File: src/pkg/pasr_pkg.sv
package pasr_pkg;

    // Bus geometry.
    localparam int unsigned ADDR_W   = 8;
    localparam int unsigned DATA_W   = 32;
    localparam int unsigned DC_WIDTH = 7;

    // Register byte addresses.
    localparam logic [ADDR_W-1:0] OFF_DEL  = 8'h00;
    localparam logic [ADDR_W-1:0] OFF_ASD  = 8'h04;
    localparam logic [ADDR_W-1:0] OFF_IST  = 8'h08;
    localparam logic [ADDR_W-1:0] OFF_IMSK = 8'h0C;

    // Reset values.
    localparam logic [7:0] DEL_RST  = 8'h00;
    localparam logic [7:0] ASD_RST  = 8'h00;
    localparam logic [1:0] IRQ_RST  = 2'h0;

    // Field positions.
    localparam int unsigned RSEN_BIT = 7;
    localparam int unsigned ASE_BIT  = 7;
    localparam int unsigned SRC_LSB  = 4;
    localparam int unsigned AC_LSB   = 2;
    localparam int unsigned BD_LSB   = 0;
    localparam int unsigned IRQ_W    = 2;
    localparam int unsigned IRQ_SD   = 0;
    localparam int unsigned IRQ_RS   = 1;

    // Shutdown source select bits: comparator 1, comparator 2, fault pin.
    localparam logic [2:0] SRC_NONE = 3'h0;

    // Shutdown level codes for a pin pair.
    localparam logic [1:0] LVL_LOW  = 2'h0;
    localparam logic [1:0] LVL_HIGH = 2'h1;

    typedef enum logic [4:0] {
        SEL_NONE = 5'b00001,
        SEL_DEL  = 5'b00010,
        SEL_ASD  = 5'b00100,
        SEL_IST  = 5'b01000,
        SEL_IMSK = 5'b10000
    } pasr_sel_t;

    typedef enum logic [1:0] {
        MODE_RUN  = 2'b01,
        MODE_SHUT = 2'b10
    } pasr_mode_t;

endpackage

File: src/pkg/pasr_db_if.sv
`timescale 1ns/1ps
`default_nettype none
interface pasr_db_if #(
    parameter int unsigned DC_W = 7
);
    logic [1:0]      raw;
    logic [DC_W-1:0] count;
    logic [1:0]      dly;

    modport ctl (output raw, output count, input dly);
    modport dbu (input raw, input count, output dly);
endinterface
`default_nettype wire

File: src/rtl/pasr_deadband.sv
`timescale 1ns/1ps
`default_nettype none
module pasr_deadband #(
    parameter int unsigned DC_W = 7
)(
    // Clock and reset
    input  wire logic   pclk,
    input  wire logic   presetn,
    // Delay channels
    pasr_db_if.dbu      db
);
    logic [DC_W-1:0] cnt_q [2];
    logic [1:0]      dly_q;

    // The counter saturates so a long high phase cannot wrap and drop out.
    always_ff @(posedge pclk or negedge presetn) begin
        if (!presetn) begin
            cnt_q[0] <= '0;
            cnt_q[1] <= '0;
        end else begin
            for (int i = 0; i < 2; i++) begin
                if (!db.raw[i]) begin
                    cnt_q[i] <= '0;
                end else if (cnt_q[i] != '1) begin
                    cnt_q[i] <= cnt_q[i] + 1'b1;
                end
            end
        end
    end

    always_ff @(posedge pclk or negedge presetn) begin
        if (!presetn) begin
            dly_q <= 2'h0;
        end else begin
            for (int i = 0; i < 2; i++) begin
                dly_q[i] <= db.raw[i] && (cnt_q[i] >= db.count);
            end
        end
    end

    assign db.dly = dly_q;

    property p_db_rise;
        @(posedge pclk) disable iff (!presetn)
        db.raw[0] && cnt_q[0] == db.count |=> dly_q[0];
    endproperty
    a_db_rise: assert property (p_db_rise)
        else $error("Delayed output did not rise after dead band.");

    property p_db_short;
        @(posedge pclk) disable iff (!presetn)
        cnt_q[1] < db.count |=> !dly_q[1];
    endproperty
    a_db_short: assert property (p_db_short)
        else $error("Delayed output rose before dead band elapsed.");

    property p_db_fall;
        @(posedge pclk) disable iff (!presetn)
        !db.raw[0] ##1 !db.raw[0] |-> !dly_q[0];
    endproperty
    a_db_fall: assert property (p_db_fall)
        else $error("Falling edge was delayed.");
endmodule
`default_nettype wire

File: src/rtl/pasr_top.sv
// The APB register port and the placing of the registers were left to the implementer.
`timescale 1ns/1ps
`default_nettype none
// Overview of operation
// - Restart enable set: flag clears itself once the shutdown cause is gone.
// - Restart enable clear: flag stays set until software clears it.
// - Inactive-to-active edges of outputs A and B are delayed by the dead-band count in cycles.
// - Source field picks comparator 1, comparator 2, fault pin, any mix.
// - During shutdown pair A/C drives low, high, or floats per bits 3-2.
// - During shutdown pair B/D drives low, high, or floats per bits 1-0.
// - With restart enabled the flag stays set while the cause persists.
// - Normal output resumes only at the next period start.
// - Software writes to the flag are ignored while a cause is active.
// - Comparator causes act as levels; flag cannot clear while present.
// - Writing one to the flag forces shutdown like a hardware event.
// - A shutdown event sets the flag and moves pins at once.
// - Flag set at period start holds shutdown for the whole period.
// - Dead band longer than the high time keeps that output inactive.
module pasr_top
    import pasr_pkg::*;
#(
    parameter int unsigned DC_W = DC_WIDTH
)(
    // Clock and reset
    input  wire logic              pclk,
    input  wire logic              presetn,
    // APB slave
    input  wire logic [ADDR_W-1:0] paddr,
    input  wire logic              psel,
    input  wire logic              penable,
    input  wire logic              pwrite,
    input  wire logic [DATA_W-1:0] pwdata,
    output logic      [DATA_W-1:0] prdata,
    output logic                   pready,
    output logic                   pslverr,
    // PWM stage
    input  wire logic              pwm_a,
    input  wire logic              pwm_b,
    input  wire logic              pwm_c,
    input  wire logic              pwm_d,
    input  wire logic              period_start,
    input  wire logic              half_bridge,
    // Shutdown sources
    input  wire logic              comp1_out,
    input  wire logic              comp2_out,
    input  wire logic              fault_input_pin,
    // Output pins
    output logic                   output_a,
    output logic                   output_b,
    output logic                   output_c,
    output logic                   output_d,
    output logic                   output_a_oe,
    output logic                   output_b_oe,
    output logic                   output_c_oe,
    output logic                   output_d_oe,
    // Interrupt
    output logic                   irq
);

    if (DC_W < 1 || DC_W > 7) begin : g_bad_dc_w
        $error("DC_W must lie between 1 and 7.");
    end

    function automatic pasr_sel_t reg_sel(input logic [ADDR_W-1:0] a);
        if (a == OFF_DEL) begin
            return SEL_DEL;
        end else if (a == OFF_ASD) begin
            return SEL_ASD;
        end else if (a == OFF_IST) begin
            return SEL_IST;
        end else if (a == OFF_IMSK) begin
            return SEL_IMSK;
        end else begin
            return SEL_NONE;
        end
    endfunction

    function automatic logic cause_of(input logic [2:0] sel,
                                      input logic [2:0] src);
        return |(sel & src);
    endfunction

    // Returns output enable and level for one pin pair in shutdown.
    function automatic logic [1:0] lvl_of(input logic [1:0] code);
        if (code[1]) begin
            return 2'h0;
        end else begin
            return {1'b1, code[0]};
        end
    endfunction

    logic [7:0]        del_q;
    logic [6:0]        asd_q;
    logic              sd_q;
    logic              sd_d;
    logic [IRQ_W-1:0]  ist_q;
    logic [IRQ_W-1:0]  ist_d;
    logic [IRQ_W-1:0]  imsk_q;
    logic [IRQ_W-1:0]  evt;
    logic [2:0]        sync1_q;
    logic [2:0]        sync2_q;
    pasr_mode_t        mode_q;
    pasr_mode_t        mode_d;
    pasr_sel_t         sel;
    logic              setup;
    logic              wr;
    logic              wr_asd;
    logic              sw_set;
    logic              sw_clr;
    logic              cause_raw;
    logic              cause_syn;
    logic              cause_any;
    logic [DATA_W-1:0] rd_val;
    logic [DATA_W-1:0] prdata_q;
    logic              pready_q;
    logic              pslverr_q;
    logic [3:0]        out_q;
    logic [3:0]        oe_q;
    logic              irq_q;
    logic [1:0]        ac_lvl;
    logic [1:0]        bd_lvl;

    pasr_db_if #(.DC_W(DC_W)) db ();

    pasr_deadband #(.DC_W(DC_W)) u_deadband (
        .pclk    (pclk),
        .presetn (presetn),
        .db      (db)
    );

    // Outside half-bridge mode the delay is bypassed but the latency kept.
    assign db.raw   = {pwm_b, pwm_a};
    assign db.count = half_bridge ? del_q[DC_W-1:0] : '0;

    // APB decode; one access cycle, no wait states.
    assign sel    = reg_sel(paddr);
    assign setup  = psel && !penable;
    assign wr     = psel && penable && pwrite && pready_q;
    assign wr_asd = wr && (sel == SEL_ASD);
    assign sw_set = wr_asd && pwdata[ASE_BIT];
    assign sw_clr = wr_asd && !pwdata[ASE_BIT];

    always_comb begin
        rd_val = '0;
        case (sel)
            SEL_DEL:  rd_val[7:0] = del_q;
            SEL_ASD:  rd_val[7:0] = {sd_q, asd_q};
            SEL_IST:  rd_val[IRQ_W-1:0] = ist_q;
            SEL_IMSK: rd_val[IRQ_W-1:0] = imsk_q;
            default:  rd_val = '0;
        endcase
    end

    always_ff @(posedge pclk or negedge presetn) begin
        if (!presetn) begin
            pready_q  <= 1'b0;
            pslverr_q <= 1'b0;
            prdata_q  <= '0;
        end else begin
            pready_q  <= setup;
            pslverr_q <= setup && (sel == SEL_NONE);
            if (setup) begin
                prdata_q <= pwrite ? '0 : rd_val;
            end
        end
    end

    always_ff @(posedge pclk or negedge presetn) begin
        if (!presetn) begin
            del_q  <= DEL_RST;
            asd_q  <= ASD_RST[6:0];
            imsk_q <= IRQ_RST;
        end else if (wr) begin
            if (sel == SEL_DEL) begin
                del_q <= pwdata[7:0];
            end
            if (sel == SEL_ASD) begin
                asd_q <= pwdata[6:0];
            end
            if (sel == SEL_IMSK) begin
                imsk_q <= pwdata[IRQ_W-1:0];
            end
        end
    end

    // The second stage only is read; the first stage may be metastable.
    always_ff @(posedge pclk or negedge presetn) begin
        if (!presetn) begin
            sync1_q <= 3'h0;
            sync2_q <= 3'h0;
        end else begin
            sync1_q <= {fault_input_pin, comp2_out, comp1_out};
            sync2_q <= sync1_q;
        end
    end

    // The raw sources may set the flag at once; only a cause absent from
    // both raw and synchronised copies lets it clear.
    assign cause_raw = cause_of(asd_q[SRC_LSB+:3],
                                {fault_input_pin, comp2_out, comp1_out});
    assign cause_syn = cause_of(asd_q[SRC_LSB+:3], sync2_q);
    assign cause_any = cause_raw || cause_syn;

    always_comb begin
        sd_d = sd_q;
        if (del_q[RSEN_BIT] && !cause_any) begin
            sd_d = 1'b0;
        end
        if (sw_clr && !cause_any) begin
            sd_d = 1'b0;
        end
        if (cause_any || sw_set) begin
            sd_d = 1'b1;
        end
    end

    always_ff @(posedge pclk or negedge presetn) begin
        if (!presetn) begin
            sd_q <= 1'b0;
        end else begin
            sd_q <= sd_d;
        end
    end

    always_comb begin
        mode_d = mode_q;
        case (mode_q)
            MODE_RUN: begin
                if (sd_d) begin
                    mode_d = MODE_SHUT;
                end
            end
            MODE_SHUT: begin
                if (period_start && !sd_q && !sd_d) begin
                    mode_d = MODE_RUN;
                end
            end
            default: mode_d = MODE_SHUT;
        endcase
    end

    always_ff @(posedge pclk or negedge presetn) begin
        if (!presetn) begin
            mode_q <= MODE_RUN;
        end else begin
            mode_q <= mode_d;
        end
    end

    // Pins follow the next mode so they change on the same edge as the flag.
    assign ac_lvl = lvl_of(asd_q[AC_LSB+:2]);
    assign bd_lvl = lvl_of(asd_q[BD_LSB+:2]);

    always_ff @(posedge pclk or negedge presetn) begin
        if (!presetn) begin
            out_q <= 4'h0;
            oe_q  <= 4'h0;
        end else if (mode_d == MODE_SHUT) begin
            out_q <= {bd_lvl[0], ac_lvl[0], bd_lvl[0], ac_lvl[0]};
            oe_q  <= {bd_lvl[1], ac_lvl[1], bd_lvl[1], ac_lvl[1]};
        end else begin
            out_q <= {pwm_d, pwm_c, db.dly[1], db.dly[0]};
            oe_q  <= 4'hF;
        end
    end

    // Set wins over a write-one-to-clear in the same cycle.
    assign evt[IRQ_SD] = sd_d && !sd_q;
    assign evt[IRQ_RS] = (mode_q == MODE_SHUT) && (mode_d == MODE_RUN);
    assign ist_d = (ist_q & ~((wr && sel == SEL_IST) ?
                   pwdata[IRQ_W-1:0] : {IRQ_W{1'b0}})) | evt;

    always_ff @(posedge pclk or negedge presetn) begin
        if (!presetn) begin
            ist_q <= IRQ_RST;
            irq_q <= 1'b0;
        end else begin
            ist_q <= ist_d;
            irq_q <= |(ist_d & imsk_q);
        end
    end

    assign prdata      = prdata_q;
    assign pready      = pready_q;
    assign pslverr     = pslverr_q;
    assign output_a    = out_q[0];
    assign output_b    = out_q[1];
    assign output_c    = out_q[2];
    assign output_d    = out_q[3];
    assign output_a_oe = oe_q[0];
    assign output_b_oe = oe_q[1];
    assign output_c_oe = oe_q[2];
    assign output_d_oe = oe_q[3];
    assign irq         = irq_q;

    property p_auto_clr;
        @(posedge pclk) disable iff (!presetn)
        sd_q && del_q[RSEN_BIT] && !cause_any && !sw_set |=> !sd_q;
    endproperty
    a_auto_clr: assert property (p_auto_clr)
        else $error("Flag did not clear automatically.");

    property p_manual_hold;
        @(posedge pclk) disable iff (!presetn)
        sd_q && !del_q[RSEN_BIT] && !wr_asd |=> sd_q;
    endproperty
    a_manual_hold: assert property (p_manual_hold)
        else $error("Flag cleared without software.");

    property p_src_off;
        @(posedge pclk) disable iff (!presetn)
        asd_q[SRC_LSB+:3] == SRC_NONE && !sd_q && !sw_set |=> !sd_q;
    endproperty
    a_src_off: assert property (p_src_off)
        else $error("Shutdown with no source selected.");

    property p_ac_low;
        @(posedge pclk) disable iff (!presetn)
        mode_d == MODE_SHUT && asd_q[AC_LSB+:2] == LVL_LOW
        |=> output_a_oe && output_c_oe && !output_a && !output_c;
    endproperty
    a_ac_low: assert property (p_ac_low)
        else $error("Pair A/C not driven low in shutdown.");

    property p_bd_high;
        @(posedge pclk) disable iff (!presetn)
        mode_d == MODE_SHUT && asd_q[BD_LSB+:2] == LVL_HIGH
        |=> output_b_oe && output_d_oe && output_b && output_d;
    endproperty
    a_bd_high: assert property (p_bd_high)
        else $error("Pair B/D not driven high in shutdown.");

    property p_cause_hold;
        @(posedge pclk) disable iff (!presetn)
        cause_any |=> sd_q;
    endproperty
    a_cause_hold: assert property (p_cause_hold)
        else $error("Flag clear while cause present.");

    property p_resume;
        @(posedge pclk) disable iff (!presetn)
        $fell(mode_q == MODE_SHUT) |-> $past(period_start);
    endproperty
    a_resume: assert property (p_resume)
        else $error("Output resumed mid-period.");

    property p_wr_ignored;
        @(posedge pclk) disable iff (!presetn)
        sw_clr && cause_syn |=> sd_q;
    endproperty
    a_wr_ignored: assert property (p_wr_ignored)
        else $error("Flag write accepted during shutdown cause.");

    property p_comp_level;
        @(posedge pclk) disable iff (!presetn)
        (|(asd_q[SRC_LSB+:2] & sync2_q[1:0])) [*2] |-> sd_q ##1 sd_q;
    endproperty
    a_comp_level: assert property (p_comp_level)
        else $error("Comparator level did not hold the flag.");

    property p_force;
        @(posedge pclk) disable iff (!presetn)
        sw_set |=> sd_q && mode_q == MODE_SHUT;
    endproperty
    a_force: assert property (p_force)
        else $error("Forced shutdown did not take effect.");

    property p_event;
        @(posedge pclk) disable iff (!presetn)
        cause_raw |=> sd_q && mode_q == MODE_SHUT
                      && (ist_q[IRQ_SD] || $past(sd_q));
    endproperty
    a_event: assert property (p_event)
        else $error("Shutdown event not taken at once.");

    property p_period_hold;
        @(posedge pclk) disable iff (!presetn)
        period_start && sd_q |=> mode_q == MODE_SHUT;
    endproperty
    a_period_hold: assert property (p_period_hold)
        else $error("Shutdown not held for the period.");
endmodule
`default_nettype wire

File: config.mk
export PLATFORM = sky130hd
export DESIGN_NAME = pasr_top
export DESIGN_NICKNAME = d
export VERILOG_FILES = /design/src/pkg/pasr_pkg.sv /design/src/pkg/pasr_db_if.sv /design/src/rtl/pasr_deadband.sv /design/src/rtl/pasr_top.sv
export SDC_FILE = /design/constraint.sdc
export NUM_CORES = 1
export LEC_CHECK = 0
export ABC_AREA = 0
export BUFFER_PORTS_ARGS = -buffer_cell sky130_fd_sc_hd__buf_2
export CORE_ASPECT_RATIO = 2
export CORE_MARGIN = 2
export CORE_UTILIZATION = 27
export CTS_BUF_LIST = sky130_fd_sc_hd__clkbuf_8
export DETAILED_ROUTE_END_ITERATION = 10
export SLEW_MARGIN = 20
export SYNTH_ARGS = -nofsm -noshare
export SYNTH_HDL_FRONTEND = slang
export SYNTH_HIERARCHICAL = 1
export SYNTH_SLANG_ARGS = --single-unit
File: constraint.sdc
create_clock -name pclk -period 2.3 [get_ports pclk]
set_clock_uncertainty 0.2 [all_clocks]
set_input_delay 0.23 -clock pclk [delete_from_list [all_inputs] [get_ports pclk]]
set_output_delay 0.23 -clock pclk [all_outputs]
set_load 0.05 [all_outputs]
==> After elaboration in Yosys (flattened, before gate mapping) <==
Cells that the tools add are included.
W data, S select, Z words.
{ "totals": {"n_memories": 0, "mem_bits_rw": 0, "mem_bits_ro": 0, "out_inout_bits": 43, "regBits": 87, "latch_bits": 0} }
{ "classes": {"n_mux": 23, "add_sub_neg": 2, "shift": 0, "reduce_logical": 31, "order_cmp": 2, "multipliers": 0, "eq_ne": 16, "n_div": 0, "n_bitwise": 6} }
{ "ops": {"columns": ["cell", "n"], "rows": [
  ["$mux W7", 5],
  ["$mux W5", 4],
  ["$logic_and A1 B1 Y1", 17],
  ["$eq A8 B4 Y1 const B", 2],
  ["$add A7 B1 Y7 const B", 2],
  ["$ge A7 B7 Y1", 2],
  ["$ne A7 B7 Y1 const B", 2],
  ["$pmux W6 S2", 1],
  ["$mux W2", 5],
  ["$eq A8 B3 Y1 const B", 1],
  ["$logic_not A8 Y1", 1],
  ["$mux W4", 2],
  ["$mux W8", 1],
  ["$pmux W2 S4", 1],
  ["$and A3 B3 Y3", 2],
  ["$reduce_and A2 Y1", 3],
  ["$reduce_or A3 Y1", 2],
  ["$eq A5 B1 Y1 const B", 1],
  ["$eq A5 B2 Y1 const B", 1],
  ["$eq A5 B3 Y1 const B", 1],
  ["$eq A5 B4 Y1 const B", 1],
  ["$eq A5 B5 Y1 const B", 1],
  ["$logic_not A1 Y1", 5],
  ["$and A2 B2 Y2", 2],
  ["other kinds (9)", 15]
]} }

==> Depth between registers and ports, before layout <==
Gate-level depths: netlist (run 1).
{ "logic_depth": {"word_depth": 20, "ltp_mapped": 8, "ltp_nobuf": 6} }

==> Cells and area by module <==
Netlist (run 1), hierarchy kept.
{ "by_module_without_submodules": {"columns": ["module", "instances", "seq_area_each_um2", "cells_per_inst", "area_per_inst_um2"], "rows": [
  ["pasr_top", 1, 1127.3, 187, 2238.4],
  ["pasr_deadband", 1, 400.4, 107, 1054.8]
]} }

==> Worst setup path after synthesis (run 1) <==
No wires, ideal clock.
{ "synth_path": {"path_kind": "register to register", "start": "reg pready_q, in the netlist pready", "end": "reg out_q[0]", "path_stages_with_launch": 8, "setup_slack_ns": -0.234, "n_path_buf": 1, "arrival_ns": 2.209, "period_less_slack_ns": 2.534, "path_cell_list": "dfrtp_1 -> and4_2 -> and4_1 -> buf_6 -> o311ai_4 -> nand2_1 -> a31oi_4 -> mux2_4"} }
{ "synth_via": {"elab_chain_len": 12} }
{ "synth_lines": {"columns": ["item", "line", "rtl"], "rows": [
  ["start: declaration", "pasr_top.sv:115", "logic pready_q;"],
  ["start signal: assignment", "pasr_top.sv:160", "pready_q <= setup;"],
  ["$logic_and A1 B1 Y1 (*)", "pasr_top.sv:138", "assign wr = psel && penable && pwrite && pready_q;"],
  ["$logic_and A1 B1 Y1 (*)", "pasr_top.sv:139", "assign wr_asd = wr && (sel == SEL_ASD);"],
  ["$logic_and A1 B1 Y1", "pasr_top.sv:141", "assign sw_clr = wr_asd && !pwdata[ASE_BIT];"],
  ["$logic_and A1 B1 Y1", "pasr_top.sv:209", "if (sw_clr && !cause_any) begin"],
  ["$mux W1", "pasr_top.sv:209", null],
  ["$mux W1 (*)", "pasr_top.sv:212", "if (cause_any || sw_set) begin"],
  ["named net sd_d", "pasr_top.sv:95", "logic sd_d;"],
  ["$logic_not A1 Y1", "pasr_top.sv:234", "if (period_start && !sd_q && !sd_d) begin"],
  ["$logic_and A1 B1 Y1", "pasr_top.sv:234", null],
  ["$mux W2", "pasr_top.sv:234", null],
  ["$pmux W2 S2 (*)", "pasr_top.sv:227", "case (mode_q)"],
  ["$eq A2 B2 Y1 (*)", "pasr_top.sv:258", "end else if (mode_d == MODE_SHUT) begin"],
  ["$mux W4 (*)", "pasr_top.sv:258", null],
  ["end signal: assignment", "pasr_top.sv:259", "out_q <= {bd_lvl[0], ac_lvl[0], bd_lvl[0], ac_lvl[0]};"],
  ["end signal: assignment", "pasr_top.sv:262", "out_q <= {pwm_d, pwm_c, db.dly[1], db.dly[0]};"],
  ["end: declaration", "pasr_top.sv:117", "logic [3:0] out_q;"]
]} }
Mark *: on every way through the listed nets, which the timed path passes. The rest lies on a longest branch.
A chain may end at the register's enable or synchronous reset.

==> Worst setup path in the final report (run 1) <==
{ "layout_path": {"start": "in comp2_out", "end": "reg out_q[3]"} }
{ "layout_via": {"elab_chain_len": 14} }
{ "layout_lines": {"columns": ["item", "line", "rtl"], "rows": [
  ["start: declaration", "pasr_top.sv:45", "input wire logic comp2_out,"],
  ["$and A3 B3 Y3 (*)", "pasr_top.sv:80", "return |(sel & src);"],
  ["$reduce_or A3 Y1 (*)", "pasr_top.sv:80", null],
  ["$logic_or A1 B1 Y1 (*)", "pasr_top.sv:202", "assign cause_any = cause_raw || cause_syn;"],
  ["$logic_not A1 Y1", "pasr_top.sv:206, pasr_top.sv:209", null],
  ["$logic_and A1 B1 Y1", "pasr_top.sv:206", "if (del_q[RSEN_BIT] && !cause_any) begin"],
  ["$mux W1", "pasr_top.sv:206", null],
  ["$mux W1", "pasr_top.sv:209", null],
  ["$mux W1 (*)", "pasr_top.sv:212", null],
  ["named net sd_d", "pasr_top.sv:95", null],
  ["$logic_not A1 Y1", "pasr_top.sv:234", null],
  ["$logic_and A1 B1 Y1", "pasr_top.sv:234", null],
  ["$mux W2", "pasr_top.sv:234", null],
  ["$pmux W2 S2 (*)", "pasr_top.sv:227", null],
  ["named net mode_d[0]", "pasr_top.sv:103", "pasr_mode_t mode_d;"],
  ["$eq A2 B2 Y1 (*)", "pasr_top.sv:258", null],
  ["$mux W4 (*)", "pasr_top.sv:258", null]
]} }
Marks and branches as above.

==> flow_metrics.py, run 1 <==
metrics = {
    "synthesis": {
        "syn_area_um2": 3290,
        "ys_types": 48,
        "ys_top_cells_by_count": "60 x dfrtp_1, 30 x nand2_1, 26 x buf_4, 21 x o21ai_0, 18 x ha_1",
        "synth_edf_count": 0,
        "synth_top_cell_area_share_pct": 45.6,
        "ys_seq_area_share_pct": 46.4,
        "synth_cells": 294,
        "ys_ff_latch": 61,
        "synth_top_area_cell": "dfrtp_1",
        "postSynth.asyncResetShare_pct": 100,
        "synth_flop_cell": "dfrtp_1",
        "syn_avg_cell_area_um2": 11.2,
        "yosys-top-cells-area": "dfrtp_1 46%, ha_1 6.8%, buf_4 5.9%",
        "yosysMostFrequentCell": "dfrtp_1",
        "ys_warn_count": 6,
    },
    "sta": {
        "setup_viol": 0,
        "final-max-slew-violation-count": 0,
        "fmax_ghz": 0.453,
        "period_share_pct": 96.1,
        "layout_min_cycle_time_ns": 2.21,
        "hold_viol_final": 0,
        "worstMarginPinSlew_ns": 0.604,
        "setup-tns-final_ns": 0,
        "maxSlewHeadroom_pct": 59.8,
    },
    "power": {
        "peakVddDrop_mv": 0.384,
        "p_per_area_nw_per_um2": 687,
        "cellLeakagePower_nw": 2.09,
    },
    "setup_path": {
        "crit_required_ns": 2.33,
        "cp.arrival_ns": 2.24,
        "startpoint": "comp2_out",
        "cp_top_family": "buffers and inverters",
        "path_class": "primary input to flop",
        "crit_fanout": 6,
        "startpoint_type": "primary input",
        "crit_path_top_delay_cell": "dlygate4sd3_1",
        "end_kind": "flop",
        "cp_num_buf_inv": 3,
        "crit_chain": "dlygate4sd3_1, buf_2, o21ai_0, and3_4, o311ai_4, buf_4, a221oi_4, a31oi_4, mux2_4",
        "r2r-start": "pready$_DFF_PN0_",
        "critical-path-max-stage-delay_ns": 0.53,
    },
    "place": {
        "dp_cells": 493,
        "gp_routability_congestion": 0.734,
        "io_buffers": 48,
        "dpl.hpwl_um": 5900,
    },
    "detailed_routing": {
        "drc": 0,
        "wl_per_cell_um": 13.8,
        "firstDrtPassIters": 4,
        "viasPerCell": 4.55,
        "drtAntennaViolNets": 0,
        "drt_iter0_markers": 81,
        "vias": 2409,
        "wl_um": 7320,
    },
    "global_route": {
        "grt_pass1_wl_um": 11700,
        "antenna_found_initial": 1,
        "grt_start_max_net_pins": 27,
        "overflow": 0,
        "track_usage_pct": 12.0,
        "first_global_vias": 2423,
    },
    "clock_tree": {
        "ctsRootBufferMaster": "clkbuf_8",
        "tritoncts": "done",
        "clk_latency_ns": 0.35,
        "cts_buffers": 9,
        "clock_path_buffers": 2,
        "cts_max_level": 3,
        "cts_sinks": 61,
        "path_clk_slew_ns": 0.07,
    },
    "layout": {
        "diodes": 0,
        "final_nets": 450,
        "drive_gt1_share_pct": 30.8,
        "fillers": 1208,
        "synthToLayoutAreaGrowth_pct": 24.1,
        "fin_cells": 530,
    },
    "outcome": {
        "status": "finished clean",
    },
    "hold_path": {
        "min_from": "pwrite",
        "min_path_type": "primary input to flop",
    },
    "flow_run": {
        "cap_violations": 0,
    },
    "floorplanning": {
        "initial_core_util_pct": 27.3,
        "die_x_um": 82.1,
        "core_area_um2": 12100,
        "rows": 57,
        "dieArea_um2": 13100,
        "floorplan.die.height_um": 160,
        "num_io_pins": 97,
    },
}
routing by layer:
metal | wire (µm) | GRT usage [%]
met5 | 0 | 0
met3 | 321 | 2.71
met1 | 2530 | 11.1
met2 | 4320 | 23.2
met4 | 140 | 5.38
final timing paths:
path | to | slack (ns) | cells past startpoint
worst max-delay path | out_q[3]$_DFF_PN0_ | 0.09 | 9
worst min-delay path | prdata[0]$_DFFE_PN0P_ | 0.08 | 5
worst max register to register | out_q[3]$_DFF_PN0_ | 0.11 | 7
worst min register to register | sync2_q[0]$_DFF_PN0_ | 0.15 | 0
max in group asynchronous | out_q[3]$_DFF_PN0_ | 1.01 | 3
min in group asynchronous | sync1_q[1]$_DFF_PN0_ | 0.24 | 2
worst register-to-register path, delay by kind of cell (launching register included):
family	cells	cell delay, ns
compound gates	3	0.58
flops	1	0.40
simple gates	2	0.38
mux	1	0.33
buf+inv	1	0.19
placed cells by master (no fill, tap or decap), types with 9 or more instances in the layout:
| master | count |
|---|---|
| conb_1 | 24 |
| mux2_2 | 17 |
| inv_1 | 18 |
| dlygate4sd3_1 | 18 |
| ha_1 | 18 |
| o21ai_0 | 21 |
| buf_2 | 47 |
| mux2i_1 | 9 |
| a31oi_1 | 10 |
| nand2_1 | 28 |
| nand3_1 | 9 |
| clkbuf_8 | 9 |
| dfrtp_1 | 59 |
| buf_4 | 16 |
sequential cells by signal, summed over array words and instances (netlist names):
signal and flops:
pready 1, sync2_q 3, ist_q 2, del_q 8, mode_q 2, u_deadband/db.dly 2, irq 1, imsk_q 2
pslverr 1, out_q 4, prdata 8, oe_q 2, asd_q 7, sync1_q 3, sd_q 1, u_deadband/cnt_q 14
per-stage QoR:
stage	setup slack [ns]	power, mW	area [µm²]	hold slack [ns]	util [%]
4_1_cts	0.00971	2.81	4060	0.00934	33.7
3_5_place_dp	-0.0459	1.76	3670	0.0803	30.4
6_report	0.0905	2.81	4090	0.0848	33.9
3_3_place_gp	-0.0130	1.74	3670	0.0651	30.4
2_1_floorplan	-0.100	1.63	3380	-0.266	-
5_1_grt	-0.00748	2.93	4090	0.0925	33.9
cells by family (layout without fill, tap and decap cells):
group           count (synthesis)  after routing  share of synthesized area (%)
compound gates                 53             53                           11.5
fa+ha+maj                      18             18                           6.84
buf+inv                        47            113                           8.85
flops                          61             61                           46.4
mux                            32             32                           11.7
other cells                     1             24                          0.114
simple gates                   82             82                           14.6
repair_timing:
item	CTS	global route
pin swaps	1	6
endpoints found under the setup margin	4	4
buffers inserted	1	3
hold buffers	18	0
hold endpoints to repair	50	0
gates resized for setup	0	2
report_power, final:
group / internal, mW / switching (mW) / total [mW]
clock network: 0.596 / 0.418 / 1.01
logic: 0.233 / 0.382 / 0.616
registers: 1.13 / 0.0429 / 1.18
layout make-up:
class | instances | area [µm²] | share of cell area [%]
flip-flops and latches | 61 | 1530 | 37.4
multi-input cells | 209 | 1570 | 38.4
well taps | 147 | 184 | 4.50
inverters | 16 | 60.1 | 1.47
repair buffers | 81 | 536 | 13.1
clock buffers | 9 | 124 | 3.03
clock inverters | 7 | 82.6 | 2.02
Note: power is estimated with default switching activity, not from simulation.
==> run 2: changes to the inputs <==
--- a/config.mk
+++ b/config.mk
@@ -9,9 +9,10 @@
 export BUFFER_PORTS_ARGS = -buffer_cell sky130_fd_sc_hd__buf_2
 export CORE_ASPECT_RATIO = 2
 export CORE_MARGIN = 2
-export CORE_UTILIZATION = 27
+export CORE_UTILIZATION = 48
 export CTS_BUF_LIST = sky130_fd_sc_hd__clkbuf_8
 export DETAILED_ROUTE_END_ITERATION = 10
+export PLACE_DENSITY = 0.78
 export SLEW_MARGIN = 20
 export SYNTH_ARGS = -nofsm -noshare
 export SYNTH_HDL_FRONTEND = slang
==> flow_metrics.py, run 2 (synthesis gave the netlist of run 1 again) <==
metrics = {
    "global_route": {
        "grt_pass1_wl_um": 11700,
        "first_global_vias": 2622,
        "grt_start_max_net_pins": 24,
        "overflow": 0,
        "track_usage_pct": 20.3,
        "antenna_found_initial": 0,
    },
    "sta": {
        "rsz0062_at_grt": "no",
        "layout_min_cycle_time_ns": 2.21,
        "fin_ws_ns": 0.0935,
        "worstMarginPinSlew_ns": 0.514,
        "final-max-slew-violation-count": 0,
        "setup_viol": 0,
        "fmax_ghz": 0.453,
        "period_share_pct": 95.9,
        "hold_viol_final": 0,
        "maxSlewHeadroom_pct": 65.8,
    },
    "detailed_routing": {
        "wl_per_cell_um": 14.6,
        "drc": 0,
        "firstDrtPassIters": 4,
        "vias": 2440,
        "drtAntennaViolNets": 0,
        "wl_um": 6810,
        "viasPerCell": 5.25,
        "drt_iter0_markers": 86,
    },
    "layout": {
        "regMostFlops": "u_deadband/cnt_q",
        "final_nets": 446,
        "diodes": 0,
        "synthToLayoutAreaGrowth_pct": 20.4,
        "drive_gt1_share_pct": 30.5,
        "largest_reg_flops": 14,
        "final_cell_mix": "59 x dfrtp_1, 46 x buf_2, 28 x nand2_1",
        "final_common_cell": "dfrtp_1",
    },
    "setup_path": {
        "end_kind": "flop",
        "cp.arrival_ns": 2.22,
        "crit_fanout": 6,
        "path_class": "flop to flop",
        "startpoint_type": "flop",
        "crit_required_ns": 2.32,
    },
    "flow_run": {
        "cap_violations": 0,
    },
    "floorplanning": {
        "floorplan.die.height_um": 121,
        "core_area_um2": 6620,
        "initial_core_util_pct": 49.7,
        "rows": 42,
        "die_x_um": 62.6,
        "num_io_pins": 97,
        "dieArea_um2": 7580,
    },
    "clock_tree": {
        "path_clk_slew_ns": 0.06,
        "clock_path_buffers": 2,
        "ctsRootBufferMaster": "clkbuf_8",
        "cts_buffers": 9,
        "tritoncts": "done",
        "cts_sinks": 61,
        "cts_max_level": 3,
        "clk_latency_ns": 0.33,
    },
    "power": {
        "cellLeakagePower_nw": 2.07,
        "p_per_area_nw_per_um2": 669,
        "peakVddDrop_mv": 0.368,
        "finalPower_mw": 2.65,
    },
    "place": {
        "gp_routability_congestion": 0.842,
        "io_buffers": 48,
        "dp_slack_ns": -0.0184,
        "dpl.hpwl_um": 5290,
    },
    "outcome": {
        "status": "finished clean",
    },
    "hold_path": {
        "min_path_type": "primary input to flop",
    },
}
## run 2: critical path, stage by stage (launching register included)
cell      delay [ns]
dfrtp_2         0.40
and4_4          0.15
and4_4          0.16
o311ai_4        0.42
a221oi_4        0.13
a31oi_4         0.31
mux2_4          0.33
## run 2: where the power goes
part,switching [mW],internal [mW],total [mW]
clock,0.372,0.508,0.879
sequential,0.0412,1.14,1.18
combinational,0.381,0.216,0.598
total,0.794,1.86,2.65
## run 2: cell type report
cell class,instances,area [µm²]
flip-flops and latches,61,1530
multi-input cells,209,1580
fillers,568,2660
clock inverters,4,42.5
clock buffers,10,138
inverters,16,60.1
well taps,88,110
repair buffers,77,508
## run 2: what timing repair did
item,4_1_cts,5_1_grt
hold endpoints to repair,45,0
hold buffers,17,0
pin swaps,1,8
cloned,0,0
resized for setup,0,6
setup endpoints to repair,4,4
setup buffers,0,2
## run 2: final timing paths
check / start / endpoint / slack (ns) / cells after the start
min reg2reg: sync1_q[0]$_DFF_PN0_ / sync2_q[0]$_DFF_PN0_ / 0.15 / 0
max in group asynchronous: presetn / u_deadband/cnt_q[10]$_DFFE_PN0P_ / 1.05 / 3
max reg2reg: pready$_DFF_PN0_ / out_q[2]$_DFF_PN0_ / 0.09 / 6
min: pwm_b / u_deadband/cnt_q[4]$_DFFE_PN0P_ / 0.03 / 2
min in group asynchronous: presetn / del_q[5]$_DFFE_PN0P_ / 0.20 / 2
max: pready$_DFF_PN0_ / out_q[2]$_DFF_PN0_ / 0.09 / 6
## run 2: per-stage QoR
stage / hold slack, ns / std cells / setup TNS [ns] / instance area (µm²) / util, %
floorplan: -0.266 / 317 / -0.400 / 3380 / -
global route: 0.0266 / 465 / 0 / 3960 / 59.9
detailed placement: 0.0331 / 434 / -0.0680 / 3590 / 54.3
CTS: 0.0150 / 465 / 0 / 3940 / 59.6
finish: 0.0263 / 465 / 0 / 3960 / 59.9
global placement: 0.0261 / 434 / 0 / 3590 / 54.3
## run 2: routing by layer
layer  vias to the layer above  global-route usage [%]  wire length (µm)
met5                         -                       0                 0
li1                       1157                       -                 -
met3                        18                    5.38               268
met1                      1192                    18.9              2380
met4                         0                    11.5               256
met2                        73                    38.6              3900
